$ cat src/common/utx_pkg.sv
// utx_pkg: constants shared by the serial transmit / flow control block.
// assumes a 125 MHz system clock; baud divisor is supplied by the user side.
package utx_pkg;
  localparam int unsigned CLK_HZ        = 125000000;
  localparam int unsigned BREAK_BITS    = 13;
  localparam logic [3:0]  BREAK_BITS_C  = 4'(BREAK_BITS);
  localparam logic [7:0]  ERR_TIMEOUT   = 8'h74;  // 116 decimal
  localparam int unsigned RXQ_DEPTH     = 16;
  localparam int unsigned RXQ_AW        = 4;
  localparam logic [15:0] DIV_RST       = 16'h043D; // 1085 clocks, about 115200 baud
  localparam logic [31:0] TMO_RST       = 32'h0001_E848; // 125000 clocks = 1 ms

  typedef enum logic [1:0] {
    UTX_FLOW_NONE = 2'b00,
    UTX_FLOW_RTS  = 2'b01,
    UTX_FLOW_CTS  = 2'b10,
    UTX_FLOW_BOTH = 2'b11
  } utx_flow_e;

  typedef enum logic [2:0] {
    UTX_IDLE  = 3'b000,
    UTX_WAIT  = 3'b001,
    UTX_START = 3'b010,
    UTX_DATA  = 3'b011,
    UTX_STOP  = 3'b100,
    UTX_BRK   = 3'b101
  } utx_state_e;
endpackage : utx_pkg

$ cat src/verilog/utx_core.sv
// utx_core: serial transmitter with break, cts pause and rts receive throttle.
// assumes a framer elsewhere delivers received characters as strobes.
// Summary of operation
// a break holds tx low for thirteen bit periods, then idle
// 9-bit characters arrive as two bytes, low byte first
// rts_n output and cts_n input are active low; cts idles high
// far rts drives our cts_n, our rts_n drives far cts
// flow mode selects none, rts, cts or both
// with cts flow, wait between characters while cts deasserted
// on timeout one character stays held, its bytes counted written
// a single-character timeout reports code 116; character still sent later
// buffered receive full plus new arrival deasserts rts
// far party stops sending while rts deasserted
// rts reasserts once characters are read from the full buffer
// overflow character held outside buffer, count stays N, enters on read
// with no buffer each arrival deasserts rts until read
// tx idles high; bit period from the baud divisor
module utx_core (
  input  wire logic       clk,
  input  wire logic       rst_n,
  input  wire logic [1:0] flow_mode,
  input  wire logic [1:0] char_bits,
  input  wire logic [15:0] baud_div,
  input  wire logic [31:0] tmo_cycles,
  input  wire logic       rx_buf_en,
  input  wire logic       wr_vld,
  input  wire logic [7:0] wr_byte,
  input  wire logic       wr_single,
  input  wire logic       brk_req,
  input  wire logic       cts_n,
  input  wire logic       rx_vld,
  input  wire logic [8:0] rx_chr,
  input  wire logic       rx_rd,
  output logic            wr_rdy,
  output logic [15:0]     bytes_written,
  output logic            err_vld,
  output logic [7:0]      err_code,
  output logic            tx,
  output logic            rts_n,
  output logic            busy,
  output logic [8:0]      rd_chr,
  output logic            rd_avail,
  output logic [4:0]      rx_fill
);
  utx_pkg::utx_state_e st_ff;
  logic        cts_n_s;
  logic        cts_en;
  logic        rts_en;
  logic        nine;
  logic [8:0]  sh_ff;
  logic [3:0]  nbits;
  logic [3:0]  bit_ff;
  logic [15:0] bcnt_ff;
  logic        tick;
  logic [31:0] tmo_ff;
  logic        lo_ff;
  logic [7:0]  lo_byte_ff;
  logic        single_ff;
  logic        tmo_hit;
  logic        q_hold;
  logic        q_avail;
  logic [8:0]  q_chr;
  logic [4:0]  q_fill;
  logic [19:0] brk_len_ff;

  // pulled-up pin: unconnected reads deasserted
  utx_sync #(.RST_VAL(1'b1)) u_cts (
    .clk   (clk),
    .rst_n (rst_n),
    .din   (cts_n),
    .dout  (cts_n_s)
  );

  utx_rxq u_rxq (
    .clk      (clk),
    .rst_n    (rst_n),
    .buf_en   (rx_buf_en),
    .in_vld   (rx_vld),
    .in_chr   (rx_chr),
    .rd       (rx_rd),
    .rd_chr   (q_chr),
    .avail    (q_avail),
    .fill     (q_fill),
    .hold_vld (q_hold)
  );

  assign cts_en = flow_mode[1];
  assign rts_en = flow_mode[0];
  assign nine   = (char_bits == 2'b11);
  assign nbits  = nine ? 4'd9 : ((char_bits == 2'b01) ? 4'd7 : 4'd8);
  assign tick   = (bcnt_ff == 16'h0000);
  assign tmo_hit = (tmo_ff == 32'h0000_0001);

  // bit period counter
  always_ff @(posedge clk or negedge rst_n) begin
    if (!rst_n) begin
      bcnt_ff <= utx_pkg::DIV_RST;
    end else if (st_ff == utx_pkg::UTX_IDLE || st_ff == utx_pkg::UTX_WAIT || tick) begin
      bcnt_ff <= baud_div - 16'h0001;
    end else begin
      bcnt_ff <= bcnt_ff - 16'h0001;
    end
  end

  // byte pairing for 9-bit characters
  always_ff @(posedge clk or negedge rst_n) begin
    if (!rst_n) begin
      lo_ff      <= 1'b0;
      lo_byte_ff <= 8'h00;
    end else if (wr_vld && wr_rdy && nine) begin
      lo_ff      <= !lo_ff;
      lo_byte_ff <= wr_byte;
    end else if (!nine) begin
      lo_ff <= 1'b0;
    end
  end

  assign wr_rdy = (st_ff == utx_pkg::UTX_IDLE) && !brk_req;

  // transmit state machine
  always_ff @(posedge clk or negedge rst_n) begin
    if (!rst_n) begin
      st_ff     <= utx_pkg::UTX_IDLE;
      sh_ff     <= 9'h000;
      bit_ff    <= 4'h0;
      single_ff <= 1'b0;
      tx        <= 1'b1;
    end else begin
      case (st_ff)
        utx_pkg::UTX_IDLE: begin
          tx <= 1'b1;
          if (brk_req) begin
            st_ff  <= utx_pkg::UTX_BRK;
            bit_ff <= 4'h0;
            tx     <= 1'b0;
          end else if (wr_vld && (!nine || lo_ff)) begin
            sh_ff     <= nine ? {wr_byte[0], lo_byte_ff} : {1'b0, wr_byte};
            single_ff <= wr_single;
            st_ff     <= utx_pkg::UTX_WAIT;
          end
        end
        utx_pkg::UTX_WAIT: begin
          if (!cts_en || !cts_n_s) begin
            st_ff <= utx_pkg::UTX_START;
            tx    <= 1'b0;
          end
        end
        utx_pkg::UTX_START: begin
          if (tick) begin
            st_ff  <= utx_pkg::UTX_DATA;
            bit_ff <= 4'h0;
            tx     <= sh_ff[0];
            sh_ff  <= sh_ff >> 1;
          end
        end
        utx_pkg::UTX_DATA: begin
          if (tick) begin
            if (bit_ff == nbits - 4'd1) begin
              st_ff <= utx_pkg::UTX_STOP;
              tx    <= 1'b1;
            end else begin
              bit_ff <= bit_ff + 4'd1;
              tx     <= sh_ff[0];
              sh_ff  <= sh_ff >> 1;
            end
          end
        end
        utx_pkg::UTX_STOP: begin
          if (tick) begin
            st_ff <= utx_pkg::UTX_IDLE;
          end
        end
        utx_pkg::UTX_BRK: begin
          tx <= 1'b0;
          if (tick) begin
            if (bit_ff == utx_pkg::BREAK_BITS_C - 4'd1) begin
              st_ff <= utx_pkg::UTX_IDLE;
              tx    <= 1'b1;
            end else begin
              bit_ff <= bit_ff + 4'd1;
            end
          end
        end
        default: begin
          st_ff <= utx_pkg::UTX_IDLE;
          tx    <= 1'b1;
        end
      endcase
    end
  end

  // bytes are counted when accepted, so a held character is already counted
  always_ff @(posedge clk or negedge rst_n) begin
    if (!rst_n) begin
      bytes_written <= 16'h0000;
    end else if (wr_vld && wr_rdy) begin
      bytes_written <= bytes_written + 16'h0001;
    end
  end

  // timeout while waiting on cts; the character stays held
  always_ff @(posedge clk or negedge rst_n) begin
    if (!rst_n) begin
      tmo_ff <= 32'h0000_0000;
    end else if (st_ff == utx_pkg::UTX_IDLE && wr_vld && (!nine || lo_ff)) begin
      tmo_ff <= tmo_cycles;
    end else if (st_ff == utx_pkg::UTX_WAIT && tmo_ff != 32'h0000_0000) begin
      tmo_ff <= tmo_ff - 32'h0000_0001;
    end
  end

  always_ff @(posedge clk or negedge rst_n) begin
    if (!rst_n) begin
      err_vld  <= 1'b0;
      err_code <= 8'h00;
    end else begin
      err_vld <= 1'b0;
      if (st_ff == utx_pkg::UTX_WAIT && cts_en && cts_n_s && tmo_hit && single_ff) begin
        err_vld  <= 1'b1;
        err_code <= utx_pkg::ERR_TIMEOUT;
      end
    end
  end

  // receive throttle: deassert while a character waits outside the buffer
  always_ff @(posedge clk or negedge rst_n) begin
    if (!rst_n) begin
      rts_n <= 1'b0;
    end else begin
      rts_n <= rts_en && q_hold;
    end
  end

  always_ff @(posedge clk or negedge rst_n) begin
    if (!rst_n) begin
      busy     <= 1'b0;
      rd_chr   <= 9'h000;
      rd_avail <= 1'b0;
      rx_fill  <= 5'h00;
    end else begin
      busy     <= (st_ff != utx_pkg::UTX_IDLE);
      rd_chr   <= q_chr;
      rd_avail <= q_avail;
      rx_fill  <= q_fill;
    end
  end

  // cycles spent in break, watched only by the checks below
  always_ff @(posedge clk or negedge rst_n) begin
    if (!rst_n) begin
      brk_len_ff <= 20'h00000;
    end else if (st_ff == utx_pkg::UTX_BRK) begin
      brk_len_ff <= brk_len_ff + 20'h00001;
    end else begin
      brk_len_ff <= 20'h00000;
    end
  end
endmodule : utx_core

$ cat src/verilog/utx_rxq.sv
// utx_rxq: receive character queue with one overflow holding slot.
// assumes received characters arrive as single-cycle strobes from the framer.
module utx_rxq (
  input  wire logic       clk,
  input  wire logic       rst_n,
  input  wire logic       buf_en,
  input  wire logic       in_vld,
  input  wire logic [8:0] in_chr,
  input  wire logic       rd,
  output logic [8:0]      rd_chr,
  output logic            avail,
  output logic [4:0]      fill,
  output logic            hold_vld
);
  logic [8:0]                  mem [utx_pkg::RXQ_DEPTH];
  logic [utx_pkg::RXQ_AW-1:0]  wp_ff;
  logic [utx_pkg::RXQ_AW-1:0]  rp_ff;
  logic [4:0]                  cnt_ff;
  logic [8:0]                  hold_ff;
  logic                        hv_ff;
  logic                        full;
  logic                        pop;
  logic                        push;
  logic [8:0]                  push_chr;

  assign full     = buf_en ? (cnt_ff == 5'(utx_pkg::RXQ_DEPTH)) : 1'b1;
  assign pop      = rd && buf_en && (cnt_ff != 5'h00);
  // held character enters as soon as a slot frees, else new arrival if room
  assign push     = buf_en && ((hv_ff && pop) || (!hv_ff && in_vld && (!full || pop)));
  assign push_chr = hv_ff ? hold_ff : in_chr;

  always_ff @(posedge clk) begin
    if (push) begin
      mem[wp_ff] <= push_chr;
    end
  end

  always_ff @(posedge clk or negedge rst_n) begin
    if (!rst_n) begin
      wp_ff  <= '0;
      rp_ff  <= '0;
      cnt_ff <= 5'h00;
    end else begin
      if (push) wp_ff <= wp_ff + 1'b1;
      if (pop)  rp_ff <= rp_ff + 1'b1;
      cnt_ff <= cnt_ff + 5'(push) - 5'(pop);
    end
  end

  // overflow holding slot; with buf_en low it is the only storage
  always_ff @(posedge clk or negedge rst_n) begin
    if (!rst_n) begin
      hv_ff   <= 1'b0;
      hold_ff <= 9'h000;
    end else if (!buf_en) begin
      if (in_vld) begin
        hv_ff   <= 1'b1;
        hold_ff <= in_chr;
      end else if (rd) begin
        hv_ff <= 1'b0;
      end
    end else if (hv_ff) begin
      if (pop) hv_ff <= 1'b0;
    end else if (in_vld && full && !pop) begin
      hv_ff   <= 1'b1;
      hold_ff <= in_chr;
    end
  end

  assign rd_chr   = buf_en ? mem[rp_ff] : hold_ff;
  assign avail    = buf_en ? (cnt_ff != 5'h00) : hv_ff;
  assign fill     = buf_en ? cnt_ff : 5'(hv_ff);
  assign hold_vld = hv_ff;
endmodule : utx_rxq

$ cat src/verilog/utx_sync.sv
// utx_sync: three-stage input synchroniser with agreement filter.
// assumes an asynchronous pin input and one system clock.
module utx_sync #(
  parameter logic RST_VAL = 1'b1
) (
  input  wire logic clk,
  input  wire logic rst_n,
  input  wire logic din,
  output logic      dout
);
  logic s1_ff;
  logic s2_ff;
  logic s3_ff;

  always_ff @(posedge clk or negedge rst_n) begin
    if (!rst_n) begin
      s1_ff <= RST_VAL;
      s2_ff <= RST_VAL;
      s3_ff <= RST_VAL;
      dout  <= RST_VAL;
    end else begin
      s1_ff <= din;
      s2_ff <= s1_ff;
      s3_ff <= s2_ff;
      if (s2_ff == s3_ff) begin
        dout <= s3_ff;
      end
    end
  end
endmodule : utx_sync
$ cat config.mk
export PLATFORM = sky130hd
export DESIGN_NAME = utx_core
export DESIGN_NICKNAME = d
export VERILOG_FILES = /design/src/common/utx_pkg.sv /design/src/verilog/utx_core.sv /design/src/verilog/utx_rxq.sv /design/src/verilog/utx_sync.sv
export SDC_FILE = /design/constraint.sdc
export NUM_CORES = 1
export LEC_CHECK = 0
export BUFFER_PORTS_ARGS = -buffer_cell sky130_fd_sc_hd__buf_4
export CORE_MARGIN = 3
export CORE_UTILIZATION = 45
export CTS_BUF_LIST = sky130_fd_sc_hd__clkbuf_4 sky130_fd_sc_hd__clkbuf_8 sky130_fd_sc_hd__clkbuf_16
export DETAILED_ROUTE_END_ITERATION = 12
export PLACE_DENSITY = 0.68
export SYNTH_ARGS = -nofsm -noshare
export SYNTH_HDL_FRONTEND = slang
export SYNTH_SLANG_ARGS = --single-unit
$ cat constraint.sdc
create_clock -name clk -period 2.9 [get_ports clk]
set_input_delay 0.145 -clock clk [delete_from_list [all_inputs] [get_ports clk]]
set_output_delay 0.145 -clock clk [all_outputs]
set_load 0.005 [all_outputs]
==> impl_metrics.tcl <==
set metrics [dict create \
    slew_headroom_pct 55.8 \
    diodes 0 \
    syn_area_per_cell_um2 13.7 \
    syn_area_mm2 0.0128 \
    ys_top_cells_by_area "edfxtp_1, dfrtp_1, mux4_2" \
    async_flop_share_pct 48.8 \
    ir_worst_vdd_uv 507 \
    power_density_mw_per_mm2 825 \
    cp_slowest_cell "or4_4" \
    utilization_pct 57.0 \
    cpPeakStageDelay_ns 0.57 \
    synth_top_cell_area_share_pct 33.9 \
    synthCells 934 \
    first_global_vias 8389 \
    fin_crit_ns 2.66 \
    ys.flop_type "edfxtp_1" \
    cts_tree "built" \
    setup.worst_path.end_class "flip-flop" \
    ys_types 77 \
    layout_commonest_cell "edfxtp_1" \
    yosys_warnings 0 \
    period_share_pct 91.7 \
    grt_use_total_pct 18.5 \
    clockBufferDepth 3 \
    die_w_um 174 \
    hpwl_um 18200 \
    p_leak_nw 6.15 \
    core_area_mm2 0.0279 \
    start_util_pct 45.8 \
    drtIter0Drc 601 \
    grt_max_degree 59 \
    hold_viol_final 0 \
    nNetsFinal 1234 \
    viasPerCell 5.39 \
    fp.dieArea_mm2 0.0304 \
    clk_latency_ns 0.55 \
    reg2reg_from "bcnt_ff[3]" \
    layoutNonFillerInstCount 1538 \
    cp_top_family "simple AND/OR/NAND/NOR gates" \
    path_buf_inv 0 \
    synth_edf_count 144 \
    pin_count 122 \
    clock.fmax_mhz 376 \
    arrival_ns 3.07 \
    wl_per_cell_um 18.3 \
    tightest_slew_ns 0.657 \
    layout_setup_ws_ns 0.240 \
    yosys.area.top_type "edfxtp_1" \
    path_max_fanout 6 \
    globalRoute.totalOverflow 0 \
    grt_first_pass_wirelength_um 45200 \
    route.detailed.drc 0 \
    place.gp.congestion 0.826 \
    die_h_um 174 \
    dp_cells 1409 \
    rr_endpoint "bcnt_ff[12]" \
    numCtsBuffers 28 \
    firstDrtPassIters 6 \
    syn_to_final_growth_pct 24.4 \
    reg2reg_depth 10 \
    rsz0062_at_grt "no" \
    hold_start "baud_div[1]" \
    min_path_type "input pin to flip-flop" \
    status "finished, final reports clean" \
    fin_skew_ns 0.0226 \
    final_cell_mix "edfxtp_1, buf_4, dfrtp_1" \
    max_cap_violations 0 \
    cpMostUsedCell "mux2i_1" \
    setup_viol 0 \
    drive_above_1_share_pct 27.0 \
    cts_num_sinks 281 \
    rows 61 \
    antenna_left 0 \
    path_cells "or4_4 -> nor2_4 -> a21oi_4 -> mux2i_1 -> ha_1 -> nand3_1 -> o22a_1 -> nor3_1 -> xnor2_1 -> mux2i_1" \
    clockRootBuffer "clkbuf_16" \
    drv_slew 0 \
    whs_path_depth 3 \
    htree_levels 1 \
    cts_setup_buffers 0 \
    start_kind "flip-flop" \
    num_vias 8295 \
    seq_area_frac_synth_pct 60.9 \
    portBuffers 117 \
    antenna_found_initial 0 \
    finalSetupTns_ns 0 \
    whs_endpoint "bcnt_ff[3]" \
    worst_ep_required_time_ns 3.31 \
    drt-total-wl_um 28100 \
    clk_pin_slew_ns 0.06 \
    rrSetupSlack_ns 0.24 \
    place_ws_ns 0.0940 \
    ys_seq_elements 281 \
    criticalPathCategory "flip-flop to flip-flop" \
]
[state kept, by name, indices dropped and copies added (netlist names), 3 cells and up]
register       flops
lo_byte_ff         8
tmo_ff            32
bcnt_ff           16
sh_ff              9
rx_fill            5
st_ff              3
rd_chr             9
bytes_written     16
bit_ff             4
u_rxq.cnt_ff       5
u_rxq.mem        144
u_rxq.hold_ff      9
u_rxq.wp_ff        4
u_rxq.rp_ff        4
[cell type report]
| cell class | count | area (um^2) |
|---|---|---|
| clock buffers | 38 | 795 |
| clock inverters | 14 | 184 |
| fillers | 2248 | 12000 |
| inverters | 20 | 75.1 |
| multi-input cells | 592 | 4730 |
| flip-flops and latches | 281 | 7770 |
| well taps | 378 | 473 |
| repair buffers | 215 | 1850 |
[kinds of logic (layout without fill, tap and decap cells)]
kind of cell / after synthesis / count (layout) / share of synthesized area [%]
AO/OA/AOI/OAI: 115 / 115 / 5.82
XOR/XNOR: 55 / 55 / 3.78
adder cells (fa/ha/maj): 19 / 19 / 1.90
buffers and inverters: 64 / 287 / 2.33
flip-flops: 281 / 281 / 60.9
multiplexers: 114 / 114 / 13.8
other: 1 / 4 / 0.0294
AND/OR/NAND/NOR: 285 / 285 / 11.4
[worst max path at each step]
stage                from     endpoint  slack [ns]  cells past startpoint
2_1_floorplan  bcnt_ff[5]  bcnt_ff[12]        0.12                     12
5_1_grt         tmo_ff[2]   tmo_ff[21]       0.004                      7
4_1_cts        bcnt_ff[7]  bcnt_ff[12]        0.09                     10
3_5_place_dp   bcnt_ff[7]  bcnt_ff[12]        0.09                     10
6_report       bcnt_ff[3]  bcnt_ff[12]        0.24                     10
3_3_place_gp   bcnt_ff[7]  bcnt_ff[12]        0.22                     10
[what timing repair did]
item                                    4_1_cts  5_1_grt
resized for setup                             0        5
endpoints found under the hold margin       123        0
endpoints found under the setup margin        0        4
hold buffers                                 77        0
[routing by layer]
| layer | GRT usage, % | vias up | part of all wire, % |
|---|---|---|---|
| met1 | 26.0 | 4129 | 45 |
| met4 | 4.69 | 0 | 2.4 |
| met2 | 30.7 | 213 | 48 |
| met5 | 0 | - | 0 |
| met3 | 2.62 | 59 | 4.8 |
| li1 | - | 3894 | - |
[stage by stage]
stage          hold slack, ns  instance area [um^2]  total power [mW]
3_3_place_gp            0.149                 14100              9.20
2_1_floorplan          -0.151                 12800              8.15
4_1_cts                0.0357                 15800              13.2
5_1_grt                0.0623                 15900              13.8
3_5_place_dp            0.149                 14100              9.28
6_report               0.0644                 15900              13.1
[worst register-to-register path, delay by kind of cell, from the launching register on]
family	cells	cell delay (ns)
xor+xnor	1	0.15
fa+ha+maj	1	0.26
compound gates	2	0.38
simple gates	4	1.08
flops	1	0.38
mux	2	0.29
[power by group]
part	internal (mW)	switching, mW
Combinational	1.84	1.58
Clock	2.28	1.50
Sequential	5.14	0.745
[cell usage after synthesis, types with 16 or more instances]
master / number
inv_1: 20
ha_1: 17
a21oi_1: 26
edfxtp_1: 144
nand2_1: 77
mux2_2: 47
dfrtp_1: 126
nor3_1: 16
xnor2_1: 37
mux2i_1: 22
and2_1: 19
xor2_1: 18
o21ai_0: 40
nor2_1: 65
nor4_1: 16
clkbuf_1: 21
mux4_2: 45
nand3_1: 25
Note: power is estimated with default switching activity, not from simulation.
